==> config.mk <==
export PLATFORM = sky130hd
export DESIGN_NAME = smsp_port
export DESIGN_NICKNAME = d
export VERILOG_FILES = /design/src/rtl/smsp_port.v
export VERILOG_INCLUDE_DIRS = /design/src /design/src/rtl
export SDC_FILE = /design/constraint.sdc
export NUM_CORES = 1
export LEC_CHECK = 0
export BUFFER_PORTS_ARGS = -buffer_cell sky130_fd_sc_hd__buf_4
export CORE_UTILIZATION = 48
export DETAILED_ROUTE_END_ITERATION = 8
export GPL_TIMING_DRIVEN = 0
export PLACE_DENSITY = 0.76
export SLEW_MARGIN = 20
export SYNTH_ARGS = -nofsm -noshare
export SYNTH_HDL_FRONTEND = slang
export SYNTH_SLANG_ARGS = --single-unit
==> constraint.sdc <==
create_clock -name clk_sys -period 2.49 [get_ports clk_sys]
set_input_delay 0.498 -clock clk_sys [delete_from_list [all_inputs] [get_ports clk_sys]]
set_output_delay 0.498 -clock clk_sys [all_outputs]
set_load 0.05 [all_outputs]
==> src/rtl/smsp_defs.vh <==
// constants for the serial peripheral port: offsets, fields, timing
`ifndef SMSP_DEFS_VH
`define SMSP_DEFS_VH

// register indices; byte address is four times the index
`define SMSP_IDX_CONTROL     2'h0
`define SMSP_IDX_SPI_INTERRUPT_CONTROL     2'h1
`define SMSP_IDX_FLAGS       2'h2
`define SMSP_IDX_DATA        2'h3

// control fields
`define SMSP_CTL_DOUBLE      7
`define SMSP_CTL_ENABLE      6
`define SMSP_CTL_ORDER       5
`define SMSP_CTL_MASTER      4
`define SMSP_CTL_CPOL        3
`define SMSP_CTL_CPHA        2
`define SMSP_CTL_DIV_HI      1
`define SMSP_CTL_DIV_LO      0

// flag fields
`define SMSP_FLG_DONE        7
`define SMSP_FLG_WCOL        6

// reset values
`define SMSP_CTL_RESET       8'h00
`define SMSP_LVL_RESET       2'h0
`define SMSP_BYTE_ZERO       8'h00

// half periods of master sck in clk_sys cycles, minus one
`define SMSP_HALF_DIV4       6'h01
`define SMSP_HALF_DIV16      6'h07
`define SMSP_HALF_DIV64      6'h1f
`define SMSP_HALF_DIV128     6'h3f
`define SMSP_HALF_DIV2       6'h00
`define SMSP_HALF_DIV8       6'h03
`define SMSP_HALF_DIV32      6'h0f

// index of the last bit and last edge in a byte (8 bits, 16 edges)
`define SMSP_LAST_SAMPLE     3'h7
`define SMSP_LAST_EDGE       4'hf
`endif

==> src/rtl/smsp_port.v <==
// serial peripheral port, master or slave, with apb register access
`include "smsp_defs.vh"
module smsp_port (
  input  wire       clk_sys,
  input  wire       rst,
  input  wire [7:0] paddr,
  input  wire       psel,
  input  wire       penable,
  input  wire       pwrite,
  input  wire [31:0] pwdata,
  output reg  [31:0] prdata,
  output wire       pready,
  output wire       pslverr,
  input  wire       sckIn,
  output wire       sckOut,
  output wire       sckOe_n,
  input  wire       mosiIn,
  output wire       mosiOut,
  output wire       mosiOe_n,
  input  wire       misoIn,
  output wire       misoOut,
  output wire       misoOe_n,
  input  wire       ss_n,
  input  wire       ssIsInput,
  input  wire       irqAck,
  output wire       irqReq,
  output wire [1:0] irqLevel,
  output reg        dmaReq
);

////////////////////////////////////////////////////////////////////////////
// state
reg  [7:0] ctrl_r;
reg  [1:0] lvl_r;
reg        doneFlag_r;
reg        wcolFlag_r;
reg        doneSeen_r;
reg        wcolSeen_r;
reg  [7:0] tx_r;
reg  [7:0] rxSh_r;
reg  [7:0] rxBuf_r;
reg  [2:0] sampCnt_r;
reg  [3:0] edgeCnt_r;
reg  [5:0] divCnt_r;
reg        busy_r;
reg        sckLvl_r;
reg        outBit_r;
reg        sckS1_r;
reg        sckS2_r;
reg        sckS3_r;

wire en     = ctrl_r[`SMSP_CTL_ENABLE];
wire master = ctrl_r[`SMSP_CTL_MASTER];
wire lsbF   = ctrl_r[`SMSP_CTL_ORDER];
wire cpol   = ctrl_r[`SMSP_CTL_CPOL];
wire cpha   = ctrl_r[`SMSP_CTL_CPHA];

////////////////////////////////////////////////////////////////////////////
// apb decode
wire       mapped  = (paddr[7:4] == 4'h0) && (paddr[1:0] == 2'h0);
wire [1:0] idx     = paddr[3:2];
wire       access  = psel & penable;
wire       wrEv    = access & pwrite & mapped;
wire       rdEv    = access & ~pwrite & mapped;
wire       dataAcc = (wrEv | rdEv) && (idx == `SMSP_IDX_DATA);
wire       dataWr  = wrEv && (idx == `SMSP_IDX_DATA);
wire       flagRd  = rdEv && (idx == `SMSP_IDX_FLAGS);
wire       ctrlWr  = wrEv && (idx == `SMSP_IDX_CONTROL);
wire       lvlWr   = wrEv && (idx == `SMSP_IDX_SPI_INTERRUPT_CONTROL);

assign pready  = 1'b1;
assign pslverr = access & ~mapped;

////////////////////////////////////////////////////////////////////////////
// edge generation
reg  [5:0] half;
always @* begin
  case ({ctrl_r[`SMSP_CTL_DOUBLE], ctrl_r[`SMSP_CTL_DIV_HI:`SMSP_CTL_DIV_LO]})
    3'h0:    half = `SMSP_HALF_DIV4;
    3'h1:    half = `SMSP_HALF_DIV16;
    3'h2:    half = `SMSP_HALF_DIV64;
    3'h3:    half = `SMSP_HALF_DIV128;
    3'h4:    half = `SMSP_HALF_DIV2;
    3'h5:    half = `SMSP_HALF_DIV8;
    3'h6:    half = `SMSP_HALF_DIV32;
    default: half = `SMSP_HALF_DIV64;
  endcase
end

wire mActive = en & master & busy_r;
wire mTick   = mActive && (divCnt_r == half);
wire sActive = en & ~master & ~ss_n;
wire sRise   = sActive & sckS2_r & ~sckS3_r;
wire sFall   = sActive & ~sckS2_r & sckS3_r;

// polarity decides which sck edge leads a bit cell
reg  sLead;
reg  sTrail;
always @* begin
  if (cpol) begin
    sLead  = sFall;
    sTrail = sRise;
  end else begin
    sLead  = sRise;
    sTrail = sFall;
  end
end

wire leadEv  = (mTick & ~edgeCnt_r[0]) | sLead;
wire trailEv = (mTick & edgeCnt_r[0]) | sTrail;
wire sampEv  = cpha ? trailEv : leadEv;
wire setupEv = cpha ? leadEv : trailEv;
wire mDone   = mTick && (edgeCnt_r == `SMSP_LAST_EDGE);
wire sDone   = sampEv & ~master && (sampCnt_r == `SMSP_LAST_SAMPLE);
wire xferEnd = mDone | sDone;

// slave is busy once its first bit has been sampled
reg  busy;
always @* begin
  if (master) begin
    busy = busy_r;
  end else begin
    busy = (sampCnt_r != 3'h0);
  end
end

wire fault    = en & master & ssIsInput & ~ss_n;
wire idleHold = !en || fault || (!master && ss_n);

////////////////////////////////////////////////////////////////////////////
// shift data paths
wire       inBit   = master ? misoIn : mosiIn;
wire [7:0] txSh;
wire [7:0] rxSh;
wire       curBit  = lsbF ? tx_r[0] : tx_r[7];
wire       nextBit = lsbF ? txSh[0] : txSh[7];

// per-bit shift neighbours, direction set by bit order
genvar gi;
generate
  for (gi = 0; gi < 8; gi = gi + 1) begin : gBit
    if (gi == 0) begin : gLsb
      assign txSh[gi] = lsbF ? tx_r[gi + 1] : 1'b0;
      assign rxSh[gi] = lsbF ? rxSh_r[gi + 1] : inBit;
    end else if (gi == 7) begin : gMsb
      assign txSh[gi] = lsbF ? 1'b0 : tx_r[gi - 1];
      assign rxSh[gi] = lsbF ? inBit : rxSh_r[gi - 1];
    end else begin : gMid
      assign txSh[gi] = lsbF ? tx_r[gi + 1] : tx_r[gi - 1];
      assign rxSh[gi] = lsbF ? rxSh_r[gi + 1] : rxSh_r[gi - 1];
    end
  end
endgenerate

always @(posedge clk_sys) begin
  if (rst) begin
    sckS1_r <= 1'b0;
    sckS2_r <= 1'b0;
    sckS3_r <= 1'b0;
  end else begin
    sckS1_r <= sckIn;
    sckS2_r <= sckS1_r;
    sckS3_r <= sckS2_r;
  end
end

////////////////////////////////////////////////////////////////////////////
// dma request
always @(posedge clk_sys) begin
  if (rst) begin
    dmaReq <= 1'b0;
  end else begin
    dmaReq <= sDone;
  end
end

////////////////////////////////////////////////////////////////////////////
// master sck divider and level
always @(posedge clk_sys) begin
  if (rst) begin
    divCnt_r <= 6'h00;
  end else if (idleHold || !mActive) begin
    divCnt_r <= 6'h00;
  end else begin
    divCnt_r <= mTick ? 6'h00 : divCnt_r + 6'h01;
  end
end

always @(posedge clk_sys) begin
  if (rst) begin
    sckLvl_r <= 1'b0;
  end else if (idleHold || !busy_r) begin
    sckLvl_r <= cpol;
  end else if (mTick) begin
    sckLvl_r <= ~sckLvl_r;
  end
end

////////////////////////////////////////////////////////////////////////////
// shift engine
always @(posedge clk_sys) begin
  if (rst) begin
    tx_r      <= `SMSP_BYTE_ZERO;
    rxSh_r    <= `SMSP_BYTE_ZERO;
    rxBuf_r   <= `SMSP_BYTE_ZERO;
    sampCnt_r <= 3'h0;
    edgeCnt_r <= 4'h0;
    busy_r    <= 1'b0;
    outBit_r  <= 1'b0;
  end else if (idleHold) begin
    busy_r    <= 1'b0;
    sampCnt_r <= 3'h0;
    edgeCnt_r <= 4'h0;
    rxSh_r    <= `SMSP_BYTE_ZERO;
    if (dataWr && !master) begin
      tx_r <= pwdata[7:0];
    end
    if (!cpha) begin
      outBit_r <= curBit;
    end
  end else begin
    if (dataWr && !busy) begin
      tx_r <= pwdata[7:0];
      if (!cpha) begin
        outBit_r <= lsbF ? pwdata[0] : pwdata[7];
      end
      if (master) begin
        busy_r    <= 1'b1;
        edgeCnt_r <= 4'h0;
      end
    end else begin
      if (!busy && !cpha) begin
        outBit_r <= curBit;
      end
      if (setupEv) begin
        outBit_r <= cpha ? curBit : nextBit;
        tx_r     <= txSh;
      end
    end
    if (mTick) begin
      edgeCnt_r <= edgeCnt_r + 4'h1;
    end
    if (sampEv) begin
      rxSh_r    <= rxSh;
      sampCnt_r <= sampCnt_r + 3'h1;
    end
    if (mDone) begin
      busy_r <= 1'b0;
    end
    if (xferEnd) begin
      rxBuf_r <= sampEv ? rxSh : rxSh_r;
    end
  end
end

////////////////////////////////////////////////////////////////////////////
// registers and flags
always @(posedge clk_sys) begin
  if (rst) begin
    ctrl_r <= `SMSP_CTL_RESET;
  end else if (ctrlWr) begin
    ctrl_r <= pwdata[7:0];
  end else if (fault) begin
    ctrl_r[`SMSP_CTL_MASTER] <= 1'b0;
  end
end

always @(posedge clk_sys) begin
  if (rst) begin
    lvl_r <= `SMSP_LVL_RESET;
  end else if (lvlWr) begin
    lvl_r <= pwdata[1:0];
  end
end

////////////////////////////////////////////////////////////////////////////
// status flags and their read-then-access clear
always @(posedge clk_sys) begin
  if (rst) begin
    doneSeen_r <= 1'b0;
  end else if (flagRd && prdata[`SMSP_FLG_DONE]) begin
    doneSeen_r <= 1'b1;
  end else if (dataAcc) begin
    doneSeen_r <= 1'b0;
  end
end

always @(posedge clk_sys) begin
  if (rst) begin
    wcolSeen_r <= 1'b0;
  end else if (flagRd && prdata[`SMSP_FLG_WCOL]) begin
    wcolSeen_r <= 1'b1;
  end else if (dataAcc) begin
    wcolSeen_r <= 1'b0;
  end
end

always @(posedge clk_sys) begin
  if (rst) begin
    doneFlag_r <= 1'b0;
  end else if (xferEnd || fault) begin
    doneFlag_r <= 1'b1;
  end else if (irqAck || (dataAcc && doneSeen_r)) begin
    doneFlag_r <= 1'b0;
  end
end

always @(posedge clk_sys) begin
  if (rst) begin
    wcolFlag_r <= 1'b0;
  end else if (dataWr && en && busy) begin
    wcolFlag_r <= 1'b1;
  end else if (dataAcc && wcolSeen_r) begin
    wcolFlag_r <= 1'b0;
  end
end

////////////////////////////////////////////////////////////////////////////
// read data, loaded in the setup cycle
reg  [7:0] rdByte;
always @* begin
  rdByte = `SMSP_BYTE_ZERO;
  case (idx)
    `SMSP_IDX_CONTROL: rdByte = ctrl_r;
    `SMSP_IDX_SPI_INTERRUPT_CONTROL: rdByte = {6'h00, lvl_r};
    `SMSP_IDX_FLAGS:   rdByte = {doneFlag_r, wcolFlag_r, 6'h00};
    default:           rdByte = rxBuf_r;
  endcase
end

always @(posedge clk_sys) begin
  if (rst) begin
    prdata <= 32'h0000_0000;
  end else if (psel && !penable) begin
    if (mapped && !pwrite) begin
      prdata <= {24'h00_0000, rdByte};
    end else begin
      prdata <= 32'h0000_0000;
    end
  end
end

////////////////////////////////////////////////////////////////////////////
// pins and interrupt
assign sckOut   = sckLvl_r;
assign mosiOut  = outBit_r;
assign misoOut  = outBit_r;
assign sckOe_n  = ~(en & master);
assign mosiOe_n = ~(en & master);
assign misoOe_n = ~(en & ~master & ~ss_n);
assign irqLevel = lvl_r;
assign irqReq   = (lvl_r != `SMSP_LVL_RESET) & doneFlag_r;

endmodule // smsp_port

==> reports/metrics.yaml, run 1 <==
dieWidth_um: 90.6
synth_edf_count: 0
synth_cells: 446
grt_pass1_vias: 3118
fp.dieH_um: 90.6
dr_total_vias: 3515
final_common_cell: "buf_4"
synth-adder-area-share: 0.0166
synth_top_area_share: 0.351
synthXorXnorAreaFrac: 0.0163
drtIter0Drc: 324
multi_input_area_sq_mm: 0.00226
final_util: 0.635
period_needed_ps: 2460
die_area_sq_mm: 0.00821
hold_end: "sckS1_r"
path_clk_slew_ps: 70
regArea_sq_mm: 0.00133
drc: 0
synth_area_leaders: "dfxtp_1 (35%), mux2i_1 (11%), buf_4 (6.0%), nor2_1 (5.4%), nand2_1 (4.5%)"
crit_family: "simple AND/OR/NAND/NOR gates"
synth_area_per_cell_sq_um: 8.45
irDropWorstVdd_uv: 261
critPathMaxFanout: 7
track_usage: 0.231
cpPeakStageDelay_ps: 550
powerDensity_mw_per_mm2: 489
firstDrtPassIters: 5
portBuffers: 43
whs_path_depth: 2
relSlewSlack: 0.398
dp_hpwl_mm: 6.91
antenna_found_initial: 0
setup_viol: 0
crit_top_cell: "buf_6"
crit_path_end_kind: "flop"
cellLeakagePower_nw: 1.85
max_freq_ghz: 0.406
slew_viol_final: 0
ctsHoldBuffers: 0
routed_wl_mm: 9.64
synth_flop_cell: "dfxtp_1"
antenna_left: 0
place.gp.congestion: 0.832
critical_path_required_ps: 2730
crit_chain: "buf_6, nor4b_1, o311ai_2, a21oi_2, buf_6, nand4b_1, o311ai_4, buf_12, mux2i_2"
start_util: 0.509
nNetsFinal: 587
htreeDepth: 3
r2r_cells: 9
dp_worst_setup_slack_ps: -362
syn-cell-area_sq_mm: 0.00377
hold_viol: 0
grt_pass1_wl_mm: 15.0
synth_compound_area_frac: 0.189
cts.sinks: 66
final_cell_mix: "buf_4 (78), dfxtp_1 (63), nor2_1 (52)"
post_drt_wl_per_cell_um: 15.2
cts_buffer_depth: 2
critPathBufInv: 3
synth_top_family_by_area: "simple AND/OR/NAND/NOR gates"
grt-ovfl-total: 0
yosys.area_share.simple: 0.205
startpoint_type: "flop"
grt_max_degree: 12
vias_per_cell: 5.54
path_depth: 9
cp.arrival_ps: 2700
status: "finished, final reports clean"
r2r_end: "tx_r[6]"
holdCritStartpoint: "sckIn"
yosysTopAreaCell: "dfxtp_1"
cts_buffers: 9
min_period_over_period: 0.988
rr_startpoint: "ctrl_r[0]"
synth.mux.area_fraction: 0.126
n_fill_cell: 652
cp_slowest_cell: "nor4b_1"
core_area_sq_mm: 0.00741
num_rows: 31
maxCapViolCount: 0
path_class: "flop to flop"
antenna_cells: 0
synth_cell_types: 60
drive_gt1_frac: 0.244
reg2reg_slack_ps: 30
final.setup.worst_slack_ps: 29.2
finalPower_mw: 2.30
insertion_delay_ps: 350
yosys_warnings: 0
fin_skew_ps: 10.9
ios: 95
hp-class: "primary input to flop"
seq_area_frac_synth: 0.351
ys_ff_latch: 66
flow.area_growth_from_synthesis_pct: 24.8
worst_pin_slew_ps: 897
ctsRootBufferMaster: "clkbuf_8"
cts_tree: "yes"
synth-async-reset-ratio: 0
[flip-flops by register name, indices dropped and copies added (netlist names), 2 cells and up]
signal,cells
ctrl_r,8
divCnt_r,6
edgeCnt_r,4
irqLevel,2
prdata,8
rxBuf_r,8
rxSh_r,8
sampCnt_r,3
tx_r,8
[stage by stage]
stage / hold WS, ps / setup TNS, ps / cells / area, sq um
floorplan: 414 / 0 / 469 / 3850
global placement: 436 / -2760 / 611 / 4300
detailed placement: 441 / -4680 / 611 / 4300
CTS: 392 / 0 / 629 / 4570
global route: 389 / -242 / 635 / 4700
finish: 384 / 0 / 635 / 4700
[where the power goes]
part / leakage, nW / switching, mW / total [mW] / internal [mW]
Clock: 0.117 / 0.413 / 1.03 / 0.619
Sequential: 0.534 / 0.00132 / 1.06 / 1.06
Combinational: 1.20 / 0.145 / 0.213 / 0.0680
Total: 1.85 / 0.559 / 2.30 / 1.74
[cells by family (layout without fill, tap and decap cells)]
group | count (synthesis) | after routing
AO/OA/AOI/OAI | 96 | 96
XOR/XNOR | 7 | 7
adder cells (fa/ha/maj) | 5 | 5
buffers and inverters | 62 | 129
flip-flops | 66 | 66
multiplexers | 47 | 47
other | 2 | 25
AND/OR/NAND/NOR | 161 | 161
[synthesized netlist by cell type (2+ instances only)]
cell	number
dfxtp_1	66
nor2_1	54
nand2_1	45
mux2i_1	43
buf_4	30
a21oi_1	21
clkbuf_1	18
o211ai_1	13
nor2b_1	12
nand3_1	10
a22oi_1	8
inv_1	8
o21ai_0	8
o21ai_1	8
a22o_1	6
nor3b_1	6
o221ai_1	6
and3_1	5
ha_1	5
nor3_1	5
a31oi_1	4
mux2_2	4
or3_1	4
xnor2_1	4
and2_1	3
nand2b_1	3
nand4_1	3
xor2_1	3
a211oi_1	2
a21o_1	2
a221oi_2	2
and3b_1	2
buf_1	2
buf_2	2
conb_1	2
nor4b_1	2
o211a_1	2
[worst max-delay path by stage]
stage	from	to	slack, ps
global route	ctrl_r[0]	tx_r[6]	-50
detailed placement	paddr[7]	tx_r[7]	-360
CTS	ctrl_r[7]	rxBuf_r[2]	20
finish	ctrl_r[0]	tx_r[6]	30
global placement	paddr[7]	tx_r[0]	-260
floorplan	ctrl_r[0]	rxBuf_r[5]	160
[area by class of cell]
cell class	instances	area share
multi-input cells	341	0.480
flip-flops and latches	66	0.282
repair buffers	51	0.0835
plain buffers	53	0.0723
clock buffers	12	0.0330
well taps	99	0.0263
clock inverters	4	0.0157
inverters	9	0.00718
[metal layers]
metal | up-vias | part of all wire | global-route usage
li1 | 1716 | - | -
met4 | 0 | 0.028 | 0.0901
met5 | - | 0 | 0
met2 | 155 | 0.45 | 0.352
met3 | 19 | 0.076 | 0.0564
met1 | 1625 | 0.45 | 0.312
[worst reg2reg max path, stage by stage (launching register included)]
cell and delay [ps]:
dfxtp_2 320, buf_6 120, nor4b_1 550, o311ai_2 270, a21oi_2 270, buf_6 160, nand4b_1 170, o311ai_4 170
buf_12 190, mux2i_2 140
[repair_timing]
| action | 4_1_cts | 5_1_grt |
|---|---|---|
| resized for setup | 7 | 25 |
| pin swaps | 2 | 10 |
| setup endpoints to repair | 24 | 20 |
| setup buffers | 2 | 5 |
| gates cloned | 0 | 1 |
(Power assumes the default switching activity.)
==> inputs of run 2 (changes only) <==
BUFFER_PORTS_ARGS = not set   (was -buffer_cell sky130_fd_sc_hd__buf_4)
CORE_UTILIZATION = 57   (was 48)
CTS_CLUSTER_DIAMETER = 50   (was not set)
DONT_BUFFER_PORTS = 1   (was not set)
PLACE_DENSITY = 0.75   (was 0.76)
SETUP_SLACK_MARGIN = 0.3   (was not set)
==> run 2 against run 1 <==
Net effect: maximum frequency grew 3.6%; first-iteration DRC count shrank 25%; die area shrank 15%; combinational power shrank 18%; hold slack lost 96 ps; via count shrank 3.0%; clock skew shrank 4.1 ps; design area shrank 5.9%; cell count shrank 9.8%; sequential power is essentially flat; critical path type unchanged; critical endpoint is now rxBuf_r[4]; largest cell class unchanged; highest routed layer unchanged.
==> reports/metrics.yaml, run 2 (synthesized netlist as in run 1, its figures left out) <==
setup_tns_ps: 0
setup_viol: 0
maxCapViolCount: 0
relSlewSlack: 0.317
insertion_delay_ps: 340
cts_buffer_depth: 2
cellLeakagePower_nw: 1.66
irDropWorstVdd_uv: 348
crit_path_end_kind: "flop"
dp_worst_setup_slack_ps: -295
critPathMaxFanout: 8
antenna_left: 0
grt_pass1_vias: 3141
critical_path_required_ps: 2760
cts.sinks: 66
max_freq_ghz: 0.421
start_util: 0.593
path_class: "flop to flop"
die_area_sq_mm: 0.00694
dpl_cell_area_sq_mm: 0.00398
place.gp.congestion: 0.889
startpoint_type: "flop"
grt_max_degree: 11
drive_gt1_frac: 0.206
fp.dieH_um: 83.3
core_area_sq_mm: 0.00635
ios: 95
antenna_cells: 0
dp_hpwl_mm: 6.65
n_fill_cell: 519
final.setup.worst_slack_ps: 115
htreeDepth: 3
fin_skew_ps: 6.81
post_drt_wl_per_cell_um: 16.2
firstDrtPassIters: 5
cts_tree: "yes"
routed_wl_mm: 9.30
period_needed_ps: 2370
nNetsFinal: 547
grt-ovfl-total: 0
rsz0062_at_grt: "true"
status: "finished, final reports clean"
ctsHoldBuffers: 0
path_clk_slew_ps: 70
cp.arrival_ps: 2640
final_common_cell: "dfxtp_1"
slew_viol_final: 0
hp-class: "primary input to flop"
final_area_sq_mm: 0.00443
num_rows: 29
min_period_over_period: 0.954
drtIter0Drc: 244
track_usage: 0.270
final_cell_mix: "dfxtp_1 (62), nor2_1 (52), nand2_1 (42)"
powerDensity_mw_per_mm2: 455
worst_pin_slew_ps: 1030
portBuffers: 0
drc: 0
dr_total_vias: 3411
grt_pass1_wl_mm: 15.0
antenna_found_initial: 0
vias_per_cell: 5.95
cts_buffers: 9
dieWidth_um: 83.3
ctsRootBufferMaster: "clkbuf_8"
hold_viol: 0
flow.area_growth_from_synthesis_pct: 17.5
run 2: cell count changes in the layout (fill, tap and decap cells not counted), sizes merged:
| cell | previous run | this run |
|---|---|---|
| clkinv | 2 | 3 |
| buf | 86 | 46 |
| bufinv | 2 | 0 |
| clkbuf | 30 | 31 |
run 2: layout make-up:
type / count / area [sq um] / area share
plain buffers: 53 / 353 / 0.0797
clock buffers: 13 / 149 / 0.0336
clock inverters: 3 / 15.0 / 0.00339
inverters: 9 / 33.8 / 0.00763
multi-input cells: 341 / 2360 / 0.532
flip-flops and latches: 66 / 1330 / 0.300
well taps: 77 / 96.3 / 0.0218
repair buffers: 11 / 97.6 / 0.0220
run 2: per-layer routing:
layer | vias to the layer above | share of wire | track usage
met4 | 0 | 0.030 | 0.136
met5 | - | 0 | 0
li1 | 1633 | - | -
met1 | 1601 | 0.44 | 0.353
met2 | 149 | 0.46 | 0.428
met3 | 28 | 0.072 | 0.0487
run 2: final timing paths:
kind | startpoint | endpoint | slack [ps] | cells past startpoint
setup / recovery | ctrl_r[0] | rxBuf_r[4] | 120 | 10
hold reg to reg | sckS1_r | sckS2_r | 450 | 1
hold / removal | sckIn | sckS1_r | 290 | 1
setup reg to reg | ctrl_r[0] | rxBuf_r[4] | 120 | 10
run 2: critical path, stage by stage, from the launching register on:
cell	delay, ps
dfxtp_2	320
buf_6	110
or4b_4	470
a21boi_4	160
o2111a_1	240
a21boi_4	180
o22a_1	190
buf_6	150
a21o_1	130
buf_6	150
mux2i_1	180
run 2: report_power, final:
group / total [mW] / switching (mW) / leakage, nW / internal [mW]
logic: 0.175 / 0.131 / 1.04 / 0.0441
registers: 1.06 / 0.00163 / 0.534 / 1.06
clock network: 0.780 / 0.395 / 0.0872 / 0.385
total: 2.01 / 0.528 / 1.66 / 1.49
run 2: repair_timing:
item / in CTS / in global routing
pin swaps: 10 / 3
gates cloned: 0 / 0
setup buffers: 11 / 0
endpoints found under the setup margin: 38 / 39
resized for setup: 34 / 22
run 2: through the flow:
stage	util	hold slack (ps)	instances	power, mW
after floorplan	-	414	469	1.24
after global placement	0.627	418	546	1.25
after detailed placement	0.627	441	546	1.25
after CTS	0.687	284	573	2.01
after global routing	0.697	280	573	2.08
final	0.697	287	573	2.01
==> inputs of run 3 (changes only) <==
CORE_MARGIN = 8   (was not set)
==> run 3 against run 2 <==
Net effect: routed wire length increased by 6.0%; critical path depth decreased by 1; via count decreased by 1.1%.
==> reports/metrics.yaml, run 3 (synthesized netlist as in run 1, its figures left out) <==
switching_power_mw: 0.574
worst_pin_slew_ps: 1050
fp.dieH_um: 97.3
use_met3: 0.0583
r2r_end: "rxBuf_r[7]"
final_area_sq_mm: 0.00443
crit_path_end_kind: "flop"
cellLeakagePower_nw: 1.65
cts.sinks: 66
setup_viol: 0
antenna_left: 0
final_common_cell: "dfxtp_1"
firstDrtPassIters: 6
fin_skew_ps: 11.8
startpoint_type: "flop"
routed_wl_mm: 9.87
critPathMaxFanout: 7
hold_viol: 0
cts_buffers: 9
dr_total_vias: 3373
htreeDepth: 3
critPathLaunch: "ctrl_r[0]"
antenna_cells: 0
path_class: "flop to flop"
flow.area_growth_from_synthesis_pct: 17.7
core_area_sq_mm: 0.00639
track_usage: 0.197
drc: 0
min_period_over_period: 0.956
rsz0062_at_grt: "true"
cp_slowest_cell: "or4b_4"
final_util: 0.694
p_clk_frac: 0.392
crit_end: "rxBuf_r[7]"
crit_chain: "buf_6, or4b_4, a21boi_4, o2111a_1, a21boi_4, o22a_1, buf_6, mux2i_2, a221oi_2"
grt_max_degree: 13
rr_startpoint: "ctrl_r[0]"
hp-class: "primary input to flop"
grt_pass1_wl_mm: 15.7
internal_power_mw: 1.46
maxCapViolCount: 0
r2r_cells: 9
relSlewSlack: 0.302
met2_usage: 0.313
grt-ovfl-total: 0
place.gp.congestion: 0.902
grt_pass1_vias: 3197
p_seq_frac: 0.521
ctsRootBufferMaster: "clkbuf_8"
start_util: 0.590
vias_per_cell: 5.88
use_met1: 0.246
status: "finished, final reports clean"
dp_hpwl_mm: 7.15
post_drt_wl_per_cell_um: 17.2
nNetsFinal: 548
num_rows: 29
powerDensity_mw_per_mm2: 458
antenna_found_initial: 0
critical_path_required_ps: 2700
dieWidth_um: 97.3
final_cell_mix: "dfxtp_1 (63), nor2_1 (52), nand2_1 (42)"
ios: 95
path_clk_slew_ps: 80
cts_buffer_depth: 2
insertion_delay_ps: 350
dpl_cell_area_sq_mm: 0.00398
reg2reg_slack_ps: 110
n_fill_cell: 529
irDropWorstVdd_uv: 401
max_freq_ghz: 0.420
swShare: 0.283
period_needed_ps: 2380
fin_hold_ws_ps: 288
cts_tree: "yes"
drtIter0Drc: 150
die_area_sq_mm: 0.00947
drive_gt1_frac: 0.217
slew_viol_final: 0
cpPeakStageDelay_ps: 470
portBuffers: 0
cp.arrival_ps: 2590
top_usage_layer: "met2"
combPwrFrac: 0.087
[run 3: changes by cell type in the layout (fill, tap and decap cells not counted), sizes merged]
cell,previous run,this run
buf,46,48
clkbuf,31,26
clkinv,3,4
clkinvlp,0,3
[run 3: routing by layer]
layer,vias to the layer above,routed length [um]
met5,-,0
met4,0,257
met3,18,746
met2,115,4460
met1,1603,4400
li1,1637,-
[run 3: stage by stage]
step / TNS, ps / cells / total power [mW] / setup WS, ps
3_3_place_gp: -1100 / 546 / 1.25 / -280
2_1_floorplan: 0 / 469 / 1.24 / 220
5_1_grt: 0 / 574 / 2.09 / 11.5
4_1_cts: 0 / 568 / 2.04 / 111
6_report: 0 / 574 / 2.03 / 110
3_5_place_dp: -1240 / 546 / 1.25 / -257
[run 3: power by group through the flow]
stage | Combinational, mW | Sequential, mW | Clock, mW
floorplan | 0.157 | 1.08 | 0
global placement | 0.170 | 1.08 | 0
detailed placement | 0.171 | 1.08 | 0
CTS | 0.171 | 1.06 | 0.807
global route | 0.187 | 1.06 | 0.842
finish | 0.176 | 1.06 | 0.797
[run 3: critical path: cells and delay by family (launching register included)]
| family | cells | cell delay [ps] |
|---|---|---|
| AOI/OAI and AO/OA | 5 | 880 |
| DFF | 1 | 330 |
| buffers and inverters | 2 | 250 |
| and+or+nand+nor | 1 | 470 |
| muxes | 1 | 320 |
[run 3: cell type report]
| type | count | area [sq um] | share of cell area |
|---|---|---|---|
| well taps | 77 | 96.3 | 0.0217 |
| plain buffers | 53 | 345 | 0.0779 |
| flip-flops and latches | 66 | 1330 | 0.299 |
| clock inverters | 7 | 46.3 | 0.0104 |
| multi-input cells | 341 | 2370 | 0.534 |
| repair buffers | 12 | 93.8 | 0.0212 |
| inverters | 9 | 33.8 | 0.00762 |
| clock buffers | 9 | 124 | 0.0279 |
[run 3: worst min path at each step]
| stage | from | to | depth (start not counted) | slack (ps) |
|---|---|---|---|---|
| 2_1_floorplan | sckS1_r | sckS2_r | 1 | 410 |
| 3_3_place_gp | sckS1_r | sckS2_r | 1 | 440 |
| 3_5_place_dp | sckS1_r | sckS2_r | 1 | 420 |
| 4_1_cts | sckIn | sckS1_r | 1 | 290 |
| 5_1_grt | sckIn | sckS1_r | 1 | 290 |
| 6_report | sckIn | sckS1_r | 1 | 290 |
[run 3: timing repair]
action	CTS	global route
hold buffers	0	0
setup endpoints to repair	38	46
pin swaps	7	15
setup buffers	6	6
resized for setup	13	36
